<file path="config.mk">
export PLATFORM = sky130hd
export DESIGN_NAME = trdd_top
export DESIGN_NICKNAME = d
export VERILOG_FILES = /design/src/verilog/trdd_chan_decode.v /design/src/verilog/trdd_route.v /design/src/verilog/trdd_top.v
export VERILOG_INCLUDE_DIRS = /design/src /design/src/verilog
export SDC_FILE = /design/constraint.sdc
export NUM_CORES = 1
export LEC_CHECK = 0
export BUFFER_PORTS_ARGS = -buffer_cell sky130_fd_sc_hd__buf_2
export CORE_MARGIN = 3
export CORE_UTILIZATION = 43
export CTS_CLUSTER_DIAMETER = 40
export DETAILED_ROUTE_END_ITERATION = 8
export GPL_ROUTABILITY_DRIVEN = 1
export PLACE_DENSITY_LB_ADDON = 0.25
export SLEW_MARGIN = 20
export SYNTH_ARGS = -nofsm -noshare
export SYNTH_HDL_FRONTEND = slang
export SYNTH_SLANG_ARGS = --single-unit
</file>
<file path="constraint.sdc">
create_clock -name i_sys_clk -period 1.3 [get_ports i_sys_clk]
set_input_delay 0.195 -clock i_sys_clk [delete_from_list [all_inputs] [get_ports i_sys_clk]]
set_output_delay 0.195 -clock i_sys_clk [all_outputs]
set_load 0.005 [all_outputs]
</file>
<file path="src/verilog/trdd_consts.vh">
// Constants for the routing and DMA select control register block.
// Assumes inclusion by bare name from design files only.
`ifndef TRDD_CONSTS_VH
`define TRDD_CONSTS_VH

`define TRDD_ADDR_W 4
`define TRDD_OFS_CTRL 4'h2
`define TRDD_DATA_W 16
`define TRDD_HI_RESET 8'h00
`define TRDD_READ_ZERO 16'h0000
`define TRDD_BIT_L4_TRIG 15
`define TRDD_BIT_C5_L4 14
`define TRDD_BIT_L2_GATE 13
`define TRDD_BIT_C2_L2 12
`define TRDD_BIT_C1_BIP 11
`define TRDD_BIT_C0_BIP 10
`define TRDD_BIT_C1_EXT 9
`define TRDD_BIT_C0_EXT 8
`define TRDD_BIT_DEMAND 7
`define TRDD_PRI_LO 0
`define TRDD_PRI_HI 2
`define TRDD_SEC_LO 3
`define TRDD_SEC_HI 5
`define TRDD_SEL_W 3
`define TRDD_NUM_CH 8
`define TRDD_SEL_NONE 3'h4
`define TRDD_CH_NONE 8'h00

`endif

</file>
<file path="src/verilog/trdd_chan_decode.v">
// Decodes one channel-select field into one-hot host DMA request lines.
// Assumes the field is held stable by the register bank.
`timescale 1ns/1ps
`include "trdd_consts.vh"

module trdd_chan_decode (
    input wire [`TRDD_SEL_W-1:0] i_sel,
    input wire i_req,
    input wire [`TRDD_NUM_CH-1:0] i_dack,
    output wire [`TRDD_NUM_CH-1:0] o_dreq,
    output wire o_ack
);
    wire [`TRDD_NUM_CH-1:0] onehot;
    genvar g;
    generate
        for (g = 0; g < `TRDD_NUM_CH; g = g + 1) begin : g_ch
            // Code 100 matches no line, so nothing is requested or heard.
            assign onehot[g] = (i_sel == g) && (i_sel != `TRDD_SEL_NONE);
        end
    endgenerate
    assign o_dreq = i_req ? onehot : `TRDD_CH_NONE;
    assign o_ack = |(onehot & i_dack);
endmodule

</file>
<file path="src/verilog/trdd_route.v">
// Trigger bus routing: receive muxes and driver enables for lines 2 and 4.
// Assumes all control bits come from registered flip-flops.
`timescale 1ns/1ps
`include "trdd_consts.vh"

module trdd_route (
    input wire i_l4_trig_sel,
    input wire i_c5_drv,
    input wire i_l2_gate_sel,
    input wire i_c2_drv,
    input wire i_bus_line4,
    input wire i_bus_line2,
    input wire i_connector_timer_trigger_n,
    input wire i_connector_gate,
    input wire i_counter_five_output,
    input wire i_counter_two_output,
    output wire o_timer_trigger_n,
    output wire o_counter_one_gate,
    output wire o_line4_out,
    output wire o_line4_oe,
    output wire o_line2_out,
    output wire o_line2_oe
);
    assign o_timer_trigger_n = i_l4_trig_sel ? i_bus_line4 :
        i_connector_timer_trigger_n;
    assign o_counter_one_gate = i_l2_gate_sel ? i_bus_line2 :
        i_connector_gate;
    assign o_line4_out = i_counter_five_output;
    assign o_line4_oe = i_c5_drv;
    assign o_line2_out = i_counter_two_output;
    assign o_line2_oe = i_c2_drv;
endmodule

</file>
<file path="src/verilog/trdd_top.v">
// Routing and DMA select control register, reached over Avalon-MM.
// Assumes one 10 MHz clock, synchronous active-low reset, word addresses.
//
// Contract
// - Write-only 16-bit register at offset 02 hex; reads return zero.
// - Bits 8-15 clear at power-up and on every reset.
// - Bits 0-7 are undefined at power-up and keep their value across reset.
// - Bit 15 set takes the timer trigger from bus line 4, else connector.
// - In delayed update mode the timer trigger updates the converters.
// - Bit 14 set drives counter five onto bus line 4, else releases it.
// - Bit 13 set makes bus line 2 the counter-one gate, ignoring connector.
// - Bit 12 set drives counter two onto bus line 2, else releases it.
// - Bit 11 sets converter one bipolar two's complement, else unipolar.
// - Bit 10 sets converter zero bipolar two's complement, else unipolar.
// - Bit 9 selects external reference for converter one, else internal.
// - Bit 8 selects external reference for converter zero, else internal.
// - Bit 7 set selects demand-mode DMA, clear selects single transfer.
// - Bits 2-0 choose the primary DMA channel.
// - Bits 5-3 choose the secondary DMA channel.
// - Codes 0-3 and 5-7 map to those channels; code 100 selects none.
// - Enabled requests go out on the channel selected by its field.
//
// Chosen here: the Avalon-MM interface to the registers.
`timescale 1ns/1ps
`include "trdd_consts.vh"

module trdd_top (
    input wire i_sys_clk,
    input wire i_resetn,
    input wire [`TRDD_ADDR_W-1:0] i_avs_address,
    input wire i_avs_write,
    input wire i_avs_read,
    input wire [`TRDD_DATA_W-1:0] i_avs_writedata,
    input wire [1:0] i_avs_byteenable,
    output reg [`TRDD_DATA_W-1:0] o_avs_readdata,
    output reg o_avs_waitrequest,
    input wire i_bus_line4,
    input wire i_bus_line2,
    input wire i_connector_timer_trigger_n,
    input wire i_connector_gate,
    input wire i_counter_five_output,
    input wire i_counter_two_output,
    input wire i_delayed_update_mode,
    input wire i_primary_request_enable,
    input wire i_secondary_request_enable,
    input wire [`TRDD_NUM_CH-1:0] i_dma_ack,
    output reg o_timer_trigger_n,
    output reg o_counter_one_gate,
    output reg o_bus_line4_out,
    output reg o_bus_line4_oe,
    output reg o_bus_line2_out,
    output reg o_bus_line2_oe,
    output reg o_converter_update_n,
    output reg o_converter_one_bipolar,
    output reg o_converter_zero_bipolar,
    output reg o_converter_one_external_reference,
    output reg o_converter_zero_external_reference,
    output reg o_demand_transfer_select,
    output reg [`TRDD_SEL_W-1:0] o_primary_channel_select,
    output reg [`TRDD_SEL_W-1:0] o_secondary_channel_select,
    output reg [`TRDD_NUM_CH-1:0] o_dma_req,
    output reg o_primary_ack,
    output reg o_secondary_ack
);
    // Upper byte is reset; lower byte is deliberately left out of reset.
    reg [7:0] hi_r;
    reg [7:0] lo_r;
    reg [`TRDD_DATA_W-1:0] ctrl_nxt;
    wire sel_hit;
    wire wr_hit;
    wire [`TRDD_DATA_W-1:0] ctrl;
    wire trig_n;
    wire gate;
    wire l4_out;
    wire l4_oe;
    wire l2_out;
    wire l2_oe;
    wire [`TRDD_NUM_CH-1:0] pri_req;
    wire [`TRDD_NUM_CH-1:0] sec_req;
    wire pri_ack;
    wire sec_ack;
    // Named views of the stored word, so each field is decoded once.
    wire ctl_l4_trig;
    wire ctl_c5_l4;
    wire ctl_l2_gate;
    wire ctl_c2_l2;
    wire ctl_c1_bip;
    wire ctl_c0_bip;
    wire ctl_c1_ext;
    wire ctl_c0_ext;
    wire ctl_demand;
    wire [`TRDD_SEL_W-1:0] pri_sel;
    wire [`TRDD_SEL_W-1:0] sec_sel;

    assign sel_hit = (i_avs_address == `TRDD_OFS_CTRL);
    // A transfer completes on the first cycle waitrequest is seen low.
    assign wr_hit = i_avs_write && sel_hit && !o_avs_waitrequest;
    assign ctrl = {hi_r, lo_r};

    assign ctl_l4_trig = ctrl[`TRDD_BIT_L4_TRIG];
    assign ctl_c5_l4 = ctrl[`TRDD_BIT_C5_L4];
    assign ctl_l2_gate = ctrl[`TRDD_BIT_L2_GATE];
    assign ctl_c2_l2 = ctrl[`TRDD_BIT_C2_L2];
    assign ctl_c1_bip = ctrl[`TRDD_BIT_C1_BIP];
    assign ctl_c0_bip = ctrl[`TRDD_BIT_C0_BIP];
    assign ctl_c1_ext = ctrl[`TRDD_BIT_C1_EXT];
    assign ctl_c0_ext = ctrl[`TRDD_BIT_C0_EXT];
    assign ctl_demand = ctrl[`TRDD_BIT_DEMAND];
    assign pri_sel = ctrl[`TRDD_PRI_HI:`TRDD_PRI_LO];
    assign sec_sel = ctrl[`TRDD_SEC_HI:`TRDD_SEC_LO];

    always @* begin
        ctrl_nxt = ctrl;
        if (wr_hit) begin
            // Byte enables are honoured, full-word writes load all 16 bits.
            if (i_avs_byteenable[1]) begin
                ctrl_nxt[15:8] = i_avs_writedata[15:8];
            end
            if (i_avs_byteenable[0]) begin
                ctrl_nxt[7:0] = i_avs_writedata[7:0];
            end
        end
    end

    always @(posedge i_sys_clk) begin
        if (!i_resetn) begin
            hi_r <= `TRDD_HI_RESET;
        end else begin
            hi_r <= ctrl_nxt[15:8];
        end
    end

    // No reset branch: the low byte survives reset unchanged.
    always @(posedge i_sys_clk) begin
        lo_r <= ctrl_nxt[7:0];
    end

    // One wait cycle per access keeps the answer a single registered cycle.
    always @(posedge i_sys_clk) begin
        if (!i_resetn) begin
            o_avs_waitrequest <= 1'b1;
            o_avs_readdata <= `TRDD_READ_ZERO;
        end else begin
            if ((i_avs_write || i_avs_read) && o_avs_waitrequest) begin
                o_avs_waitrequest <= 1'b0;
            end else begin
                o_avs_waitrequest <= 1'b1;
            end
            o_avs_readdata <= `TRDD_READ_ZERO;
        end
    end

    trdd_route u_route (
        .i_l4_trig_sel(ctl_l4_trig),
        .i_c5_drv(ctl_c5_l4),
        .i_l2_gate_sel(ctl_l2_gate),
        .i_c2_drv(ctl_c2_l2),
        .i_bus_line4(i_bus_line4),
        .i_bus_line2(i_bus_line2),
        .i_connector_timer_trigger_n(i_connector_timer_trigger_n),
        .i_connector_gate(i_connector_gate),
        .i_counter_five_output(i_counter_five_output),
        .i_counter_two_output(i_counter_two_output),
        .o_timer_trigger_n(trig_n),
        .o_counter_one_gate(gate),
        .o_line4_out(l4_out),
        .o_line4_oe(l4_oe),
        .o_line2_out(l2_out),
        .o_line2_oe(l2_oe)
    );

    trdd_chan_decode u_pri (
        .i_sel(lo_r[`TRDD_PRI_HI:`TRDD_PRI_LO]),
        .i_req(i_primary_request_enable),
        .i_dack(i_dma_ack),
        .o_dreq(pri_req),
        .o_ack(pri_ack)
    );

    trdd_chan_decode u_sec (
        .i_sel(lo_r[`TRDD_SEC_HI:`TRDD_SEC_LO]),
        .i_req(i_secondary_request_enable),
        .i_dack(i_dma_ack),
        .o_dreq(sec_req),
        .o_ack(sec_ack)
    );

    // Outputs are registered, so routing follows a write by one more cycle.
    // Each pin has its own flop so that its reset intent stays visible.
    always @(posedge i_sys_clk) begin
        o_timer_trigger_n <= trig_n;
    end

    always @(posedge i_sys_clk) begin
        o_counter_one_gate <= gate;
    end

    always @(posedge i_sys_clk) begin
        o_bus_line4_out <= l4_out;
    end

    always @(posedge i_sys_clk) begin
        o_bus_line2_out <= l2_out;
    end

    // The update strobe idles high outside delayed update mode.
    always @(posedge i_sys_clk) begin
        o_converter_update_n <= i_delayed_update_mode ? trig_n : 1'b1;
    end

    // Low-byte fields have no reset, so these may be unknown until written.
    always @(posedge i_sys_clk) begin
        o_primary_channel_select <= pri_sel;
    end

    always @(posedge i_sys_clk) begin
        o_secondary_channel_select <= sec_sel;
    end

    always @(posedge i_sys_clk) begin
        o_demand_transfer_select <= ctl_demand;
    end

    always @(posedge i_sys_clk) begin
        o_dma_req <= pri_req | sec_req;
    end

    always @(posedge i_sys_clk) begin
        o_primary_ack <= pri_ack;
    end

    always @(posedge i_sys_clk) begin
        o_secondary_ack <= sec_ack;
    end

    // Drivers come up released so that no other bus agent is fought.
    always @(posedge i_sys_clk) begin
        if (!i_resetn) begin
            o_bus_line4_oe <= 1'b0;
        end else begin
            o_bus_line4_oe <= l4_oe;
        end
    end

    always @(posedge i_sys_clk) begin
        if (!i_resetn) begin
            o_bus_line2_oe <= 1'b0;
        end else begin
            o_bus_line2_oe <= l2_oe;
        end
    end

    // Converter settings fall back to unipolar with internal reference.
    always @(posedge i_sys_clk) begin
        if (!i_resetn) begin
            o_converter_one_bipolar <= 1'b0;
        end else begin
            o_converter_one_bipolar <= ctl_c1_bip;
        end
    end

    always @(posedge i_sys_clk) begin
        if (!i_resetn) begin
            o_converter_zero_bipolar <= 1'b0;
        end else begin
            o_converter_zero_bipolar <= ctl_c0_bip;
        end
    end

    always @(posedge i_sys_clk) begin
        if (!i_resetn) begin
            o_converter_one_external_reference <= 1'b0;
        end else begin
            o_converter_one_external_reference <= ctl_c1_ext;
        end
    end

    always @(posedge i_sys_clk) begin
        if (!i_resetn) begin
            o_converter_zero_external_reference <= 1'b0;
        end else begin
            o_converter_zero_external_reference <= ctl_c0_ext;
        end
    end
endmodule

</file>
After elaboration in Yosys (flattened, before gate mapping)
Index checks and enable logic that the tools add are counted.

Equal/unequal tests: 17. Multiplexer cells: 5. Bitwise operators: 3. Reduce and logical (&&, ||, !) cells: 27.

Operators with widths (count): $eq 3x3->1 const B (8); $logic_and 1x1->1 (19); $and 8x8->8 (2); $mux 8 (2); $reduce_or 8->1 (2); $eq 3x2->1 const B (4); $or 8x8->8 (1); $eq 3x1->1 const B (2); $logic_not 3->1 (2); $ne 3x3->1 const B (2); $eq 4x2->1 const B (1); $reduce_and 2->1 (2); $mux 1 (3); $logic_not 1->1 (1); $logic_or 1x1->1 (1).

Register bits after elaboration: 45. Input port bits: 43. Output and inout bits: 45. Word-level logic and storage cells: 72.

Depth between registers and ports, before layout
Depth after elaboration: 4. Gate-level depth with buffers: 4.

Hierarchy
Synthesis repeated with hierarchy kept, for this count alone.

Cells, all modules: 157. Area total of the unflattened synthesis: 1704.1 µm².

Modules (own cells, without submodules): trdd_top (times used 1, cells an instance 107, area each 1361.3 µm²); trdd_chan_decode (times used 2, cells an instance 22, area each 141.4 µm²); trdd_route (times used 1, cells an instance 6, area each 60.1 µm²).

Worst setup path before layout
OpenSTA, ideal clock, no wires.

Path kind: register -> register. From: register lo_r[3]. To: register o_secondary_ack. Setup time: 0.129 ns. Data arrival time: 1.056 ns. Slack: 0.115 ns. Cell stages (with the launch flop): 5. Path buffers: 1. Cells stage by stage: edfxtp_1 buf_2 mux2_1 o211ai_1 o211ai_1.

Cells in the longest elaborated chain, start to end: 4.

RTL lines: start, declared (line trdd_top.v:67) `reg [7:0] lo_r;`; start signal, assigned (line trdd_top.v:135) `lo_r <= ctrl_nxt[7:0];`; $ne 3x3->1 (no line), or another cell as far along; $logic_and 1x1->1 (line trdd_chan_decode.v:18) `` assign onehot[g] = (i_sel == g) && (i_sel != `TRDD_SEL_NONE); ``; $and 8x8->8 (*) (line trdd_chan_decode.v:22) `assign o_ack = |(onehot & i_dack);`; $reduce_or 8->1 (*) (line trdd_chan_decode.v:22); via sec_ack (line trdd_top.v:81) `wire sec_ack;`; end signal, assigned (line trdd_top.v:233) `o_secondary_ack <= sec_ack;`; end, declared (line trdd_top.v:63) `output reg o_secondary_ack`.

The timed path passes the listed nets; every way through them passes the cells marked *. A chain may end at the register's enable or synchronous reset.

Worst setup path after layout
From: register lo_r[0]. To: register o_primary_ack.

Cells in the longest elaborated chain, start to end: 4.

RTL lines: $ne 3x3->1 (no line), or another cell as far along; $logic_and 1x1->1 (line trdd_chan_decode.v:18); $and 8x8->8 (*) (line trdd_chan_decode.v:22); $reduce_or 8->1 (*) (line trdd_chan_decode.v:22); via pri_ack (line trdd_top.v:80) `wire pri_ack;`; end signal, assigned (line trdd_top.v:229) `o_primary_ack <= pri_ack;`; end, declared (line trdd_top.v:62) `output reg o_primary_ack,`.

Marked as above.

==> impl_metrics.xml <==
<?xml version="1.0" encoding="UTF-8"?>
<metrics>
  <group name="cts">
    <metric name="tritoncts" unit="">yes</metric>
    <metric name="htreeDepth" unit="">2</metric>
    <metric name="clock_tree.buffer_depth" unit="">2</metric>
    <metric name="clock_latency" unit="ns">0.35</metric>
    <metric name="root_buffer" unit="">sky130_fd_sc_hd__clkbuf_4</metric>
    <metric name="cts.sinks" unit="">43</metric>
    <metric name="clk_pin_slew_worst_paths" unit="ns">0.12</metric>
    <metric name="cts_resized" unit="">0</metric>
    <metric name="cts_buffers" unit="">5</metric>
  </group>
  <group name="grt">
    <metric name="gr_overflow_total" unit="">0</metric>
    <metric name="wire_length_of_the_first_global_routing_pass" unit="µm">4333</metric>
    <metric name="grt_usage" unit="%">13.30</metric>
    <metric name="grt_max_degree" unit="">18</metric>
    <metric name="first_global_vias" unit="">1034</metric>
    <metric name="grt_antenna_before_repair" unit="">0</metric>
  </group>
  <group name="setup_path">
    <metric name="end_kind" unit="">flop</metric>
    <metric name="cp_data_arrival_time" unit="ns">1.42</metric>
    <metric name="worst_ep_required_time" unit="ns">1.60</metric>
    <metric name="critPathLaunchType" unit="">flop</metric>
    <metric name="critPathMaxFanout" unit="">7</metric>
    <metric name="timing.setup.critical_path_class" unit="">flop to flop</metric>
  </group>
  <group name="synthesis">
    <metric name="mappedNetlistArea" unit="µm²">1556</metric>
    <metric name="synth.yosys.seq_area_share" unit="%">59.81</metric>
    <metric name="syn_inst" unit="">138</metric>
    <metric name="syn_avg_cell_area" unit="µm²">11.28</metric>
    <metric name="synth_top_cells_by_area" unit="">sky130_fd_sc_hd__dfxtp_1, sky130_fd_sc_hd__edfxtp_1, sky130_fd_sc_hd__buf_4, sky130_fd_sc_hd__mux2i_1, sky130_fd_sc_hd__nand2_1</metric>
    <metric name="netlist-cell-type-count" unit="">27</metric>
    <metric name="yosysTopAreaCell" unit="">sky130_fd_sc_hd__dfxtp_1</metric>
    <metric name="synth-warning-count" unit="">0</metric>
    <metric name="synthDominantCellAreaShare" unit="%">46.30</metric>
    <metric name="postSynthRegisterBits" unit="">43</metric>
  </group>
  <group name="route">
    <metric name="dr_total_vias" unit="">1170</metric>
    <metric name="drt_iter0_drc" unit="">63</metric>
    <metric name="drt-pass1-iter-count" unit="">4</metric>
    <metric name="totalWireLength" unit="µm">2857</metric>
    <metric name="ant_nets" unit="">0</metric>
    <metric name="detail_route.drc_violations" unit="">0</metric>
    <metric name="wl_per_cell" unit="µm">11.03</metric>
    <metric name="vias_per_cell" unit="">4.517</metric>
  </group>
  <group name="hold_path">
    <metric name="holdCritPathClass" unit="">primary input to flop</metric>
  </group>
  <group name="layout">
    <metric name="final_antenna_diode_count" unit="">0</metric>
    <metric name="most-common-layout-cells" unit="">sky130_fd_sc_hd__buf_2, sky130_fd_sc_hd__dfxtp_1, sky130_fd_sc_hd__nand2_1, sky130_fd_sc_hd__conb_1, sky130_fd_sc_hd__mux2i_1</metric>
    <metric name="area_delta_synth_final" unit="%">26.45</metric>
    <metric name="post-route-util" unit="%">57.62</metric>
    <metric name="finalNetCount" unit="">255</metric>
    <metric name="final_common_cell" unit="">sky130_fd_sc_hd__buf_2</metric>
    <metric name="post_route_cells_drive_above_1_share" unit="%">37.56</metric>
    <metric name="fillCellCount" unit="">329</metric>
  </group>
  <group name="floorplanning">
    <metric name="die_extent_in_y" unit="µm">66.17</metric>
    <metric name="die_area" unit="µm²">4378</metric>
    <metric name="placeable_core_region" unit="µm²">3416</metric>
    <metric name="die_x" unit="µm">66.17</metric>
    <metric name="start_util" unit="%">45.57</metric>
    <metric name="row_count" unit="">21</metric>
    <metric name="num_io_pins" unit="">88</metric>
  </group>
  <group name="status">
    <metric name="run_status" unit="">complete, no violations</metric>
  </group>
  <group name="timing">
    <metric name="maximum_clock_frequency" unit="MHz">887.2</metric>
    <metric name="setup_repair_after_global_routing_missed_its_margin" unit="">no</metric>
    <metric name="finalWorstSetupSlack" unit="ns">0.1729</metric>
    <metric name="final_period_minus_worst_setup_slack" unit="ns">1.127</metric>
    <metric name="final_min_period_over_clock_period" unit="%">86.70</metric>
    <metric name="slew_viol_final" unit="">0</metric>
    <metric name="hold_viol" unit="">0</metric>
    <metric name="clock_skew" unit="ns">0.01213</metric>
    <metric name="timing.final.setup_violations" unit="">0</metric>
  </group>
  <group name="place">
    <metric name="post-place-ws" unit="ns">-0.03911</metric>
    <metric name="post-dp-hpwl" unit="µm">2242</metric>
    <metric name="port_buffers" unit="">68</metric>
    <metric name="routability_cong" unit="">0.8638</metric>
  </group>
  <group name="power">
    <metric name="worst_ir_drop_vdd" unit="mV">0.4874</metric>
    <metric name="power-per-cell-area" unit="nW/µm²">1074</metric>
    <metric name="p_leak" unit="nW">0.9800</metric>
  </group>
  <group name="run">
    <metric name="max_cap_check_violation_count" unit="">0</metric>
  </group>
</metrics>
-- cells in the mapped netlist, drive strengths merged --
master	n
a31oi	1
dfxtp	36
inv	8
a21o	2
a21oi	1
mux2i	11
mux2	3
nand2	22
clkbuf	2
o22ai	4
a31o	1
o211ai	3
edfxtp	7
nand2b	5
and4b	2
and3	1
conb	1
buf	20
o31ai	1
nor2	1
o32ai	3
or2	1
nor4b	1
nor4bb	1
-- routing by layer --
| layer | part of all wire (%) | GRT usage (%) | wire [µm] | up-vias |
|---|---|---|---|---|
| li1 | - | - | - | 579 |
| met1 | 38 | 14.33 | 1092 | 520 |
| met2 | 50 | 22.55 | 1417 | 64 |
| met3 | 9.3 | 3.401 | 265 | 7 |
| met4 | 2.9 | 9.137 | 82 | 0 |
| met5 | 0 | 0 | 0 | - |
-- final cells by class --
type / instances / area [µm²] / area share, %
well taps: 46 / 57.56 / 2.924
clock inverters: 3 / 15.01 / 0.7629
flip-flops and latches: 43 / 930.9 / 47.30
repair buffers: 73 / 397.9 / 20.22
clock buffers: 5 / 37.54 / 1.907
multi-input cells: 81 / 499.2 / 25.37
inverters: 8 / 30.03 / 1.526
-- sequential cells by signal, indices dropped and copies added (netlist names), 3 cells and up --
| signal | cells |
|---|---|
| hi_r | 8 |
| lo_r | 7 |
| o_dma_req | 7 |
| o_secondary_channel_select | 3 |
| o_primary_channel_select | 3 |
-- stage by stage --
step                cells  power, W  cell area (µm²)  setup TNS, ns  hold slack, ns
floorplan             154  0.001491             1617              0          0.2227
global route          259  0.002210             1968              0        0.004752
CTS                   259  0.002140             1968              0        0.004453
detailed placement    248  0.001538             1886        -0.2728          0.3018
finish                259  0.002114             1968              0         0.02247
global placement      248  0.001532             1886       -0.01253          0.2997
-- final timing paths --
kind                            slack (ns)  depth (start not counted)                from                  endpoint
worst max-delay path                  0.17                          3             lo_r[0]             o_primary_ack
worst min-delay path                  0.02                          1  i_avs_writedata[7]                   lo_r[7]
worst max register to register        0.17                          3             lo_r[0]             o_primary_ack
worst min register to register        0.36                          0             lo_r[7]  o_demand_transfer_select
-- what timing repair did --
item	CTS	global route
hold endpoints to repair	3	0
setup buffers	0	0
hold buffers	3	0
setup endpoints to repair	0	0
-- kinds of logic (layout without fill, tap and decap cells) --
family / Yosys count / in the layout / synth area share, %
multiplexers: 14 / 14 / 9.245
flip-flops: 43 / 43 / 59.81
AND/OR/NAND/NOR: 34 / 34 / 11.25
AO/OA/AOI/OAI: 16 / 16 / 7.476
buffers and inverters: 30 / 89 / 11.98
other: 1 / 17 / 0.2409
-- worst max-delay path, stage by stage (launching register included) --
cell                       delay (ns)
sky130_fd_sc_hd__edfxtp_1        0.53
sky130_fd_sc_hd__mux2i_1         0.16
sky130_fd_sc_hd__o32ai_1         0.26
sky130_fd_sc_hd__a31o_1          0.13
-- power by group --
part           switching [W]  internal (W)
clock               0.000399      0.000201
sequential        0.00000552       0.00137
combinational      0.0000634     0.0000770
total               0.000467       0.00165
No activity file was read; power rests on OpenSTA's default activity.
